$ cat config.mk
export PLATFORM = sky130hd
export DESIGN_NAME = devcap_ctrl
export DESIGN_NICKNAME = d
export VERILOG_FILES = /design/src/devcap_ctrl.v
export VERILOG_INCLUDE_DIRS = /design/src
export SDC_FILE = /design/constraint.sdc
export NUM_CORES = 1
export LEC_CHECK = 0
export BUFFER_PORTS_ARGS = -buffer_cell sky130_fd_sc_hd__clkbuf_2
export CORE_ASPECT_RATIO = 1.1
export CORE_MARGIN = 3
export CORE_UTILIZATION = 53
export CTS_BUF_LIST = sky130_fd_sc_hd__clkbuf_4 sky130_fd_sc_hd__clkbuf_8 sky130_fd_sc_hd__clkbuf_16
export DETAILED_ROUTE_END_ITERATION = 8
export PLACE_DENSITY = 0.86
export SLEW_MARGIN = 25
export SYNTH_ARGS = -nofsm -noshare
export SYNTH_HDL_FRONTEND = slang
export SYNTH_SLANG_ARGS = --single-unit
$ cat constraint.sdc
create_clock -name aclk -period 5 [get_ports aclk]
set_input_delay 1 -clock aclk [delete_from_list [all_inputs] [get_ports aclk]]
set_output_delay 1 -clock aclk [all_outputs]
set_load 0.03 [all_outputs]
$ cat src/devcap_defs.vh
/*
 * constants of the device capability and device control register bank:
 * byte offsets, field positions, reset values and bus answers.
 * assumes inclusion by devcap_ctrl.v only; definitions only.
 */
`ifndef DEVCAP_DEFS_VH
`define DEVCAP_DEFS_VH

// byte offsets on the register bus
`define OFS_DEVICE_CAPABILITIES 8'hC4
`define OFS_DEVICE_CONTROL 8'hC8
`define OFS_EVENT_STATUS 8'hD0
`define OFS_EVENT_MASK 8'hD4

// device_capabilities fields
`define CAP_MPS_LO 0
`define CAP_MPS_HI 2
`define CAP_RBER_BIT 15
`define CAP_SPL_VAL_LO 18
`define CAP_SPL_VAL_HI 25
`define CAP_SPL_SCL_LO 26
`define CAP_SPL_SCL_HI 27
`define CAP_MPS_SMALL 3'h1
`define CAP_MPS_LARGE 3'h2
`define CAP_RBER_RST 1'h1
`define CAP_SPL_VAL_RST 8'h00
`define CAP_SPL_SCL_RST 2'h0

// device_control fields (status flags sit in the upper half of the word)
`define CTL_ERR_EN_LO 0
`define CTL_ERR_EN_HI 3
`define CTL_MPS_LO 5
`define CTL_MPS_HI 7
`define CTL_AUX_BIT 10
`define CTL_ERR_FLAG_LO 16
`define CTL_ERR_FLAG_HI 19
`define CTL_ERR_EN_RST 4'h0
`define CTL_MPS_RST 3'h0
`define CTL_AUX_RST 1'h0

// event status / mask layout
`define EVT_WIDTH 5
`define EVT_SPL_BIT 4
`define EVT_RST 5'h00

// strap capture window after reset release, in clock cycles
`define STRAP_SETTLE 2'h3
// count at which the synchronised strap is copied into the capability
`define STRAP_LOAD_AT 2'h2

// bus answers
`define RESP_OKAY 2'h0
`define RESP_DECERR 2'h3

`endif

$ cat src/devcap_ctrl.v
/*
 * device capability and device control register bank of one switch port,
 * reached by an axi4-lite slave, with error flags and an event interrupt.
 * assumes: one 50 MHz clock aclk; aresetn is the conventional reset and
 * sticky_resetn the power-on reset (both synchronous, low active); the
 * strap and port-role pins are asynchronous; message, load and error
 * inputs come from logic on aclk as one-cycle pulses.
 */
// Our own choice: the AXI4-Lite register port.
// Operation
// - payload capability resets to 001b with strap low, 010b with strap high
// - strap, management bus or eeprom load may replace payload capability
// - phantom function support bits 4:3 read 00b
// - extended tag support bit 5 reads zero
// - endpoint latency fields 8:6 and 11:9 read 000b
// - role based error reporting bit 15 resets to one, loadable
// - upstream port captures slot power limit value into 25:18
// - upstream port captures slot power limit scale into 27:26
// - four error reporting enables in bits 3:0, reset to zero
// - relaxed ordering enable bit 4 reads zero
// - payload setting 7:5 resets 000b, writes above capability clamp
// - extended tag and phantom enables, bits 8 and 9, read zero
// - aux power enable bit 10 is sticky read write, resets zero
// - no snoop enable bit 11 reads zero
// - read request size 14:12 is hardwired 000b
// - detected errors set status flags regardless of enables
`timescale 1ns/100ps
`include "devcap_defs.vh"

module devcap_ctrl (
    // clock and resets
    input wire aclk,
    input wire aresetn,
    input wire sticky_resetn,
    // strap and role pins
    input wire large_payload_strap,
    input wire upstream_port_pin,
    // capability overrides from management bus or eeprom autoload
    input wire cap_load_valid,
    input wire [2:0] cap_load_payload,
    input wire cap_load_role_err,
    // received slot power limit message
    input wire spl_msg_valid,
    input wire [7:0] spl_msg_value,
    input wire [1:0] spl_msg_scale,
    // detected errors: correctable, non-fatal, fatal, unsupported request
    input wire [3:0] err_detect,
    // error messages towards the upstream link
    output reg [3:0] err_msg_q,
    // settings used by the datapath
    output reg [2:0] payload_size_q,
    output reg aux_power_en_q,
    // interrupt
    output reg irq_q,
    // axi4-lite write address
    input wire [7:0] s_axi_awaddr,
    input wire [2:0] s_axi_awprot,
    input wire s_axi_awvalid,
    output reg s_axi_awready,
    // axi4-lite write data
    input wire [31:0] s_axi_wdata,
    input wire [3:0] s_axi_wstrb,
    input wire s_axi_wvalid,
    output reg s_axi_wready,
    // axi4-lite write response
    output reg [1:0] s_axi_bresp,
    output reg s_axi_bvalid,
    input wire s_axi_bready,
    // axi4-lite read address
    input wire [7:0] s_axi_araddr,
    input wire [2:0] s_axi_arprot,
    input wire s_axi_arvalid,
    output reg s_axi_arready,
    // axi4-lite read data
    output reg [31:0] s_axi_rdata,
    output reg [1:0] s_axi_rresp,
    output reg s_axi_rvalid,
    input wire s_axi_rready
);

    // pin synchronisers
    reg strap_meta_q;
    reg strap_sync_q;
    reg role_meta_q;
    reg role_sync_q;
    reg [1:0] strap_cnt_q;

    // capability state
    reg [2:0] cap_mps_q;
    reg cap_rber_q;
    reg [7:0] spl_value_q;
    reg [1:0] spl_scale_q;

    // control and status state
    reg [3:0] err_en_q;
    reg [3:0] err_flag_q;
    reg [4:0] evt_status_q;
    reg [4:0] evt_mask_q;

    // write channel holding registers
    reg aw_held_q;
    reg [7:0] aw_addr_q;
    reg w_held_q;
    reg [31:0] w_data_q;
    reg [3:0] w_strb_q;

    wire aw_hs;
    wire w_hs;
    wire ar_hs;
    wire wr_go;
    wire spl_take;
    wire [3:0] err_wr_clr;
    wire [4:0] evt_wr_clr;
    wire [4:0] evt_set;
    wire [31:0] cap_word;
    wire [31:0] ctl_word;

    // an unknown byte offset is answered with a decode error
    function mapped;
        input [7:0] addr;
        begin
            mapped = hits(addr, `OFS_DEVICE_CAPABILITIES) ||
                     hits(addr, `OFS_DEVICE_CONTROL) ||
                     hits(addr, `OFS_EVENT_STATUS) ||
                     hits(addr, `OFS_EVENT_MASK);
        end
    endfunction

    // limit a payload setting to what the port supports
    function [2:0] clamp_mps;
        input [2:0] want;
        input [2:0] cap;
        begin
            clamp_mps = (want > cap) ? cap : want;
        end
    endfunction

    function hits;
        input [7:0] addr;
        input [7:0] ofs;
        begin
            hits = (addr[7:2] == ofs[7:2]);
        end
    endfunction

    assign aw_hs = s_axi_awvalid & s_axi_awready;
    assign w_hs = s_axi_wvalid & s_axi_wready;
    assign ar_hs = s_axi_arvalid & s_axi_arready;
    assign wr_go = aw_held_q & w_held_q & ~s_axi_bvalid;
    assign spl_take = spl_msg_valid & role_sync_q;

    assign err_wr_clr = (wr_go && hits(aw_addr_q, `OFS_DEVICE_CONTROL) && w_strb_q[2]) ?
                        w_data_q[`CTL_ERR_FLAG_HI:`CTL_ERR_FLAG_LO] : 4'h0;
    assign evt_wr_clr = (wr_go && hits(aw_addr_q, `OFS_EVENT_STATUS) && w_strb_q[0]) ?
                        w_data_q[4:0] : 5'h00;
    assign evt_set = {spl_take, err_detect};

    // reserved and hardwired fields are built as zero constants
    assign cap_word = {4'h0, spl_scale_q, spl_value_q, 2'h0,
                       cap_rber_q, 3'h0, 3'h0, 3'h0, 1'h0, 2'h0, cap_mps_q};
    assign ctl_word = {12'h000, err_flag_q, 1'h0, 3'h0, 1'h0, aux_power_en_q,
                       1'h0, 1'h0, payload_size_q, 1'h0, err_en_q};

    // pins cross into aclk through two flip-flops each
    always @(posedge aclk) begin
        if (!aresetn) begin
            strap_meta_q <= 1'b0;
            strap_sync_q <= 1'b0;
            role_meta_q <= 1'b0;
            role_sync_q <= 1'b0;
        end else begin
            strap_meta_q <= large_payload_strap;
            strap_sync_q <= strap_meta_q;
            role_meta_q <= upstream_port_pin;
            role_sync_q <= role_meta_q;
        end
    end

    // the strap is only valid once the synchroniser has refilled after reset
    always @(posedge aclk) begin
        if (!aresetn) begin
            strap_cnt_q <= 2'h0;
        end else if (strap_cnt_q != `STRAP_SETTLE) begin
            strap_cnt_q <= strap_cnt_q + 2'h1;
        end
    end

    // payload capability and role based error reporting capability
    always @(posedge aclk) begin
        if (!aresetn) begin
            cap_mps_q <= `CAP_MPS_SMALL;
            cap_rber_q <= `CAP_RBER_RST;
        end else if (cap_load_valid) begin
            cap_mps_q <= cap_load_payload;
            cap_rber_q <= cap_load_role_err;
        end else if (strap_cnt_q == `STRAP_LOAD_AT) begin
            cap_mps_q <= strap_sync_q ? `CAP_MPS_LARGE : `CAP_MPS_SMALL;
        end
    end

    // slot power limit, taken only when this is the upstream port
    always @(posedge aclk) begin
        if (!aresetn) begin
            spl_value_q <= `CAP_SPL_VAL_RST;
            spl_scale_q <= `CAP_SPL_SCL_RST;
        end else if (spl_take) begin
            spl_value_q <= spl_msg_value;
            spl_scale_q <= spl_msg_scale;
        end
    end

    // error reporting enables
    always @(posedge aclk) begin
        if (!aresetn) begin
            err_en_q <= `CTL_ERR_EN_RST;
        end else if (wr_go && hits(aw_addr_q, `OFS_DEVICE_CONTROL) && w_strb_q[0]) begin
            err_en_q <= w_data_q[`CTL_ERR_EN_HI:`CTL_ERR_EN_LO];
        end
    end

    // payload setting; a lowered capability pulls the setting down with it
    always @(posedge aclk) begin
        if (!aresetn) begin
            payload_size_q <= `CTL_MPS_RST;
        end else if (wr_go && hits(aw_addr_q, `OFS_DEVICE_CONTROL) && w_strb_q[0]) begin
            payload_size_q <= clamp_mps(w_data_q[`CTL_MPS_HI:`CTL_MPS_LO], cap_mps_q);
        end else begin
            payload_size_q <= clamp_mps(payload_size_q, cap_mps_q);
        end
    end

    // aux power enable survives the conventional reset
    always @(posedge aclk) begin
        if (!sticky_resetn) begin
            aux_power_en_q <= `CTL_AUX_RST;
        end else if (wr_go && hits(aw_addr_q, `OFS_DEVICE_CONTROL) && w_strb_q[1]) begin
            aux_power_en_q <= w_data_q[`CTL_AUX_BIT];
        end
    end

    // error flags log every detection; a new detection wins over a clear
    always @(posedge aclk) begin
        if (!aresetn) begin
            err_flag_q <= 4'h0;
        end else begin
            err_flag_q <= (err_flag_q & ~err_wr_clr) | err_detect;
        end
    end

    // messages are gated by the enables, flags are not
    always @(posedge aclk) begin
        if (!aresetn) begin
            err_msg_q <= 4'h0;
        end else begin
            err_msg_q <= err_detect & err_en_q;
        end
    end

    // event status, mask and interrupt
    always @(posedge aclk) begin
        if (!aresetn) begin
            evt_status_q <= `EVT_RST;
            evt_mask_q <= `EVT_RST;
            irq_q <= 1'b0;
        end else begin
            evt_status_q <= (evt_status_q & ~evt_wr_clr) | evt_set;
            if (wr_go && hits(aw_addr_q, `OFS_EVENT_MASK) && w_strb_q[0]) begin
                evt_mask_q <= w_data_q[4:0];
            end
            irq_q <= |(evt_status_q & evt_mask_q);
        end
    end

    // write address and data are held until both are present
    always @(posedge aclk) begin
        if (!aresetn) begin
            s_axi_awready <= 1'b1;
            s_axi_wready <= 1'b1;
            aw_held_q <= 1'b0;
            w_held_q <= 1'b0;
            aw_addr_q <= 8'h00;
            w_data_q <= 32'h00000000;
            w_strb_q <= 4'h0;
        end else begin
            if (aw_hs) begin
                s_axi_awready <= 1'b0;
                aw_held_q <= 1'b1;
                aw_addr_q <= s_axi_awaddr;
            end
            if (w_hs) begin
                s_axi_wready <= 1'b0;
                w_held_q <= 1'b1;
                w_data_q <= s_axi_wdata;
                w_strb_q <= s_axi_wstrb;
            end
            if (wr_go) begin
                aw_held_q <= 1'b0;
                w_held_q <= 1'b0;
            end
            // channels reopen only after the response is accepted
            if (s_axi_bvalid && s_axi_bready) begin
                s_axi_awready <= 1'b1;
                s_axi_wready <= 1'b1;
            end
        end
    end

    // write response
    always @(posedge aclk) begin
        if (!aresetn) begin
            s_axi_bvalid <= 1'b0;
            s_axi_bresp <= `RESP_OKAY;
        end else if (wr_go) begin
            s_axi_bvalid <= 1'b1;
            s_axi_bresp <= mapped(aw_addr_q) ? `RESP_OKAY : `RESP_DECERR;
        end else if (s_axi_bready) begin
            s_axi_bvalid <= 1'b0;
        end
    end

    // read channel: one read in flight, data one cycle after the address
    always @(posedge aclk) begin
        if (!aresetn) begin
            s_axi_arready <= 1'b1;
            s_axi_rvalid <= 1'b0;
            s_axi_rdata <= 32'h00000000;
            s_axi_rresp <= `RESP_OKAY;
        end else if (ar_hs) begin
            s_axi_arready <= 1'b0;
            s_axi_rvalid <= 1'b1;
            s_axi_rresp <= mapped(s_axi_araddr) ? `RESP_OKAY : `RESP_DECERR;
            if (hits(s_axi_araddr, `OFS_DEVICE_CAPABILITIES)) begin
                s_axi_rdata <= cap_word;
            end else if (hits(s_axi_araddr, `OFS_DEVICE_CONTROL)) begin
                s_axi_rdata <= ctl_word;
            end else if (hits(s_axi_araddr, `OFS_EVENT_STATUS)) begin
                s_axi_rdata <= {27'h0000000, evt_status_q};
            end else if (hits(s_axi_araddr, `OFS_EVENT_MASK)) begin
                s_axi_rdata <= {27'h0000000, evt_mask_q};
            end else begin
                s_axi_rdata <= 32'h00000000;
            end
        end else if (s_axi_rvalid && s_axi_rready) begin
            s_axi_rvalid <= 1'b0;
            s_axi_arready <= 1'b1;
        end
    end

endmodule // devcap_ctrl

# ---- Yosys cells after proc, flatten, opt, wreduce, memory -nomap -nowiden
# Cells that the tools add are included.
dict set report totals {
  out_inout_bits 50
  inputBits 88
  ff_bits 121
}
dict set report classes {
  n_bitwise 16
  reduce_logical 23
  muxes 20
  order_cmp 2
  n_addsub 1
  n_eq_ne 10
}
# cell n
set op_table {}
lappend op_table {{equality test 6 bit (second input constant)} 8}
lappend op_table {{two-way mux 28 bit} 1}
lappend op_table {{two-way mux 20 bit} 1}
lappend op_table {{two-way mux 3 bit} 5}
lappend op_table {{two-way mux 5 bit} 3}
lappend op_table {{bitwise AND 5 bit} 2}
lappend op_table {{logical AND 1 bit} 10}
lappend op_table {{bitwise AND 4 bit} 2}
lappend op_table {{nonzero test 2 bit} 4}
lappend op_table {{bitwise AND 1 bit} 6}
lappend op_table {{greater-than comparator 3 bit} 2}
lappend op_table {{logical OR 1 bit} 6}
lappend op_table {{two-way mux 1 bit} 6}
lappend op_table {{two-way mux 2 bit} 3}
lappend op_table {{NOT 5 bit} 1}
lappend op_table {{OR 5 bit} 1}
lappend op_table {{OR reduction 5 bit} 1}
lappend op_table {{two-way mux 4 bit} 1}
lappend op_table {{NOT 4 bit} 1}
lappend op_table {{OR 4 bit} 1}
lappend op_table {{OR reduction 2 bit} 2}
lappend op_table {{adder 2 x 1 -> 2 bit (second input constant)} 1}
lappend op_table {{equality test 2 bit (second input constant)} 1}
lappend op_table {{inequality test 2 bit (second input constant)} 1}
lappend op_table {{NOT 1 bit} 2}

# ---- Depth between registers and ports, before layout
dict set report depth {
  word_depth 8
  depth_mapped 7
  mapped_depth_nobuf 7
}

# ---- Worst setup path before layout
# OpenSTA, ideal clock, no wires.
dict set report synth_timing {
  kind {input port to flip-flop}
  from {in s_axi_araddr[5]}
  to {reg s_axi_rresp[0]}
  arrival_ps 2203
  setup_slack_ps 2664
  path_buffers 1
  cell_stages 6
  cell_sequence {nand3b_1 -> nor4b_1 -> clkbuf_1 -> nor2_1 -> nand3_1 -> a21oi_1}
}
dict set report synth_between {
  elab_chain_len 5
}
# item line
set synth_lines {}
lappend synth_lines {{start, declared} devcap_ctrl.v:70} ;# input wire [7:0] s_axi_araddr,
lappend synth_lines {{equality test 6 bit} devcap_ctrl.v:142} ;# hits = (addr[7:2] == ofs[7:2]);
lappend synth_lines {{logical OR 1 bit (2 in series)} devcap_ctrl.v:122} ;# mapped = hits(addr, `OFS_DEVICE_CAPABILITIES) ||
lappend synth_lines {{logical OR 1 bit (*)} devcap_ctrl.v:122}
lappend synth_lines {{two-way mux 2 bit (no source line) (*)} n/a}
lappend synth_lines {{end signal, assigned} devcap_ctrl.v:327} ;# s_axi_rresp <= `RESP_OKAY;
lappend synth_lines {{end signal, assigned} devcap_ctrl.v:331} ;# s_axi_rresp <= mapped(s_axi_araddr) ? `RESP_OKAY : `RESP_DECERR;
lappend synth_lines {{end, declared} devcap_ctrl.v:76} ;# output reg [1:0] s_axi_rresp,
# Every way passes the cells marked *; elsewhere a longest branch is shown, timed or not.
# A chain may end at the register's enable or synchronous reset.

# ---- Worst setup path in the final report
dict set report layout_timing {
  from {in aresetn}
  to {reg s_axi_awready}
}
dict set report layout_between {
  elab_chain_len 2
}
# item line
set layout_lines {}
lappend layout_lines {{start, declared} devcap_ctrl.v:33} ;# input wire aresetn,
lappend layout_lines {{NOT 1 bit (no source line)} n/a}
lappend layout_lines {{OR reduction 2 bit (no source line)} n/a}
lappend layout_lines {{end signal, assigned} devcap_ctrl.v:277} ;# s_axi_awready <= 1'b1;
lappend layout_lines {{end signal, assigned} devcap_ctrl.v:286} ;# s_axi_awready <= 1'b0;
lappend layout_lines {{end signal, assigned} devcap_ctrl.v:302} ;# s_axi_awready <= 1'b1;
lappend layout_lines {{end, declared} devcap_ctrl.v:59} ;# output reg s_axi_awready,
# No other way between the ends.

==> metrics <==
outcome=complete, no violations; share of the yosys chip area belonging to registers=0.508; wire length per cell=approximately 15 um; floorplan core area=7130 um^2; CTS Hold Bufs=0; sort of element at the start of the critical path=primary input; cts bufs inserted=9; number of buffers inserted by port buffering=a little under 100; num rows=32; synthesized cell area=a little under 4000 um^2; share of the clock period used by the worst path=0.481; xor/xnor share of the synthesized area=0.00222; gate count of the mapped netlist=467; area share of fa/ha/maj cells after synthesis=0.0254; syn_area_per_cell=8.44 um^2; Layout fillers=about 600; insertion delay to the later sink of the worst-skew pair=between 0.3 and 0.4 ns; critical-path maximum fanout=just over 50; Synth Area in Compound Gates=0.173; part of the power in combinational logic=0.141; overall routing resource usage=0.230; aggregate global routing overflow=0; number of register bits inferred by synthesis=100; cell taking the most area after synthesis=sky130_fd_sc_hd__dfxtp_1; maximum VDD drop=roughly 0.22 mV; maximum number of pins on one net before global-route repair=between 50 and 60; CTS Root Cell=sky130_fd_sc_hd__clkbuf_8; Max-Slew Margin vs Limit=0.422; number of nets with antenna violations after routing=0; global-route wire length before repair=approximately 15000 um; proportion of synthesized area in mux cells=0.0381; routed via count=between 3000 and 4000; fraction of layout cells with a size suffix above 1=0.218; overall power consumption=between 1.5 and 2 mW; sequential cell fraction of total power=0.519; max-capacitance violation count=0; Layout Area Growth over Synthesis=17.6%; Detailed Route WL=9610 um; cell with the most instances after synthesis=sky130_fd_sc_hd__dfxtp_1; clock tree from TritonCTS=built; fraction of registers with async set or reset after synthesis=0; DR DRC count=0; Die Wd=around 88 um; fraction of the mapped netlist area in simple logic gates=0.189; Setup WS pre-CTS=roughly 2.2 ns; antenna violations before repair=0; maximum clock frequency=a little over 0.4 GHz; Post-Route Skew=about 0.0086 ns; main combinational cell family by area after synthesis=simple AND/OR/NAND/NOR gates; type of element capturing the critical path=register; aggregate negative setup slack=0 ns; sw frac=0.279; combined area of the multi-input logic cells=~1700 um^2; internal power component=roughly 1.2 mW; overall die area=~8500 um^2; slew at the pin closest to its max-slew limit=slightly below 0.9 ns; Switching Power=roughly 470 uW; worst hold-check path type=register to register; number of gates given a new drive strength after cts=0; Reg clk slew, reported paths=0.09 ns; H-tree level count=3; footprint of the flip-flops and latches=2000 um^2; synthesis warning total=0; number of synthesized flops with an enable pin=0; half-perimeter wire length after placement=~7000 um; Post-CTS Setup Repair Bufs=0; crit path DAT=approximately 2.7 ns; RSZ-0062 raised after global routing=no; weighted congestion reported at the end of routability-driven placement=a little over 0.8; initial detailed-routing violation count=between 150 and 200; Clock Power Share=0.340; post-route worst setup slack=2.59 ns; library cells used by synthesis=39; leading post-synthesis cells by cell area=sky130_fd_sc_hd__dfxtp_1, sky130_fd_sc_hd__nand2_1, sky130_fd_sc_hd__a21oi_1, sky130_fd_sc_hd__mux2i_1, sky130_fd_sc_hd__o21ai_0; net count reported at finish=about 650; final core occ=0.650; fraction of synthesized cell area taken by the top area cell type=0.508; via count of the first global-routing pass=about 3300; most used flip-flop cell after synthesis=sky130_fd_sc_hd__dfxtp_1; via density per instance=5.58; WP data required=about 5.3 ns; start-to-end type of the worst setup path=primary input to register; I/O pin total=~140; Initial Utilization=0.553; die span in y=slightly below 100 um; fin. max-slew vios=0; Longest Clk Path Bufs=2; number of sinks handled by clock tree synthesis=100; clock period minus final worst setup slack=between 2 and 2.5 ns; leakage dissipation=2.04 nW; worst reg-to-reg setup slack=about 2.9 ns; ratio of total power to cell area=363 nW/um^2; final hold slack=around 0.45 ns; diodes inserted=0; count of TritonRoute iterations in the first routing pass=5; synth cell count leaders=sky130_fd_sc_hd__dfxtp_1, sky130_fd_sc_hd__nand2_1, sky130_fd_sc_hd__a21oi_1; Final Setup Violations=0; hold violation count in the final report=0
==> cell type report <==
| class | count | area share |
|---|---|---|
| flip-flops and latches | 100 | 0.432 |
| inverters | 17 | 0.0138 |
| multi-input cells | 322 | 0.373 |
| clock buffers | 11 | 0.0300 |
| clock inverters | 5 | 0.0184 |
| well taps | 85 | 0.0230 |
| repair buffers | 100 | 0.110 |
==> cell families (layout without fill, tap and decap cells) <==
family                     after synthesis  count (layout)
AOI/OAI and AO/OA                      122             122
xor gates and xnor gates                 1               1
adders and majority gates                8               8
buffers and inverters                   54             133
DFF                                    100             100
muxes                                   15              15
other                                    1              10
and+or+nand+nor                        166             166
==> power by group through the flow <==
stage               registers, mW  logic, mW  clock network, mW
global route                0.878      0.266              0.604
CTS                         0.873      0.236              0.576
global placement            0.887      0.224                  0
detailed placement          0.891      0.235                  0
floorplan                   0.909      0.146                  0
finish                      0.874      0.237              0.573
==> routing by layer <==
metal | vias up | routed length [um] | global-route usage
li1 | 1735 | - | -
met1 | 1664 | 4010 | 0.284
met2 | 147 | 4640 | 0.381
met3 | 23 | 683 | 0.0390
met4 | 0 | 276 | 0.127
met5 | - | 0 | 0
==> flip-flops by register name, indices dropped and copies added (netlist names), 2 cells and up <==
name            count
w_strb_q            3
cap_mps_q           3
s_axi_rdata        22
evt_mask_q          5
err_flag_q          4
err_msg_q           4
strap_cnt_q         2
w_data_q           13
spl_scale_q         2
aw_addr_q           6
payload_size_q      3
spl_value_q         8
evt_status_q        5
err_en_q            4
==> critical path, stage by stage <==
cell,delay (ns)
sky130_fd_sc_hd__clkbuf_2,0.47
sky130_fd_sc_hd__clkinv_1,0.39
sky130_fd_sc_hd__buf_4,0.39
sky130_fd_sc_hd__a21oi_1,0.25
sky130_fd_sc_hd__o21ai_0,0.11
==> final timing paths <==
kind | from | end | cells past startpoint
setup / recovery | aresetn | s_axi_awready$_SDFFE_PP1P_ | 5
hold / removal | w_data_q[18]$_SDFFE_PN0P_ | err_flag_q[2]$_SDFF_PN0_ | 1
setup reg to reg | aw_addr_q[2]$_SDFFE_PN0P_ | payload_size_q[0]$_SDFFE_PN0P_ | 5
hold reg to reg | w_data_q[18]$_SDFFE_PN0P_ | err_flag_q[2]$_SDFF_PN0_ | 1
==> layout by cell type (no fill, tap or decap), types with 3 or more instances in the layout <==
| cell | count |
|---|---|
| sky130_fd_sc_hd__nand3_1 | 19 |
| sky130_fd_sc_hd__nand2_1 | 98 |
| sky130_fd_sc_hd__mux2i_1 | 15 |
| sky130_fd_sc_hd__a221oi_1 | 3 |
| sky130_fd_sc_hd__a32o_1 | 3 |
| sky130_fd_sc_hd__and2_1 | 8 |
| sky130_fd_sc_hd__ha_1 | 8 |
| sky130_fd_sc_hd__a31oi_1 | 9 |
| sky130_fd_sc_hd__and3_1 | 4 |
| sky130_fd_sc_hd__nand3b_1 | 3 |
| sky130_fd_sc_hd__conb_1 | 10 |
| sky130_fd_sc_hd__dfxtp_1 | 100 |
| sky130_fd_sc_hd__buf_4 | 3 |
| sky130_fd_sc_hd__nor2_1 | 19 |
| sky130_fd_sc_hd__o21ai_1 | 4 |
| sky130_fd_sc_hd__clkbuf_8 | 9 |
| sky130_fd_sc_hd__a21oi_1 | 73 |
| sky130_fd_sc_hd__clkbuf_2 | 97 |
| sky130_fd_sc_hd__nor3_1 | 3 |
| sky130_fd_sc_hd__inv_1 | 16 |
| sky130_fd_sc_hd__nand2b_1 | 3 |
| sky130_fd_sc_hd__o21ai_0 | 22 |
==> through the flow <==
stage               instance area, um^2  cells
floorplan                          3980    476
global placement                   4410    624
detailed placement                 4410    624
CTS                                4630    640
global route                       4630    640
finish                             4630    640
Power figures use the tool's default switching activity.
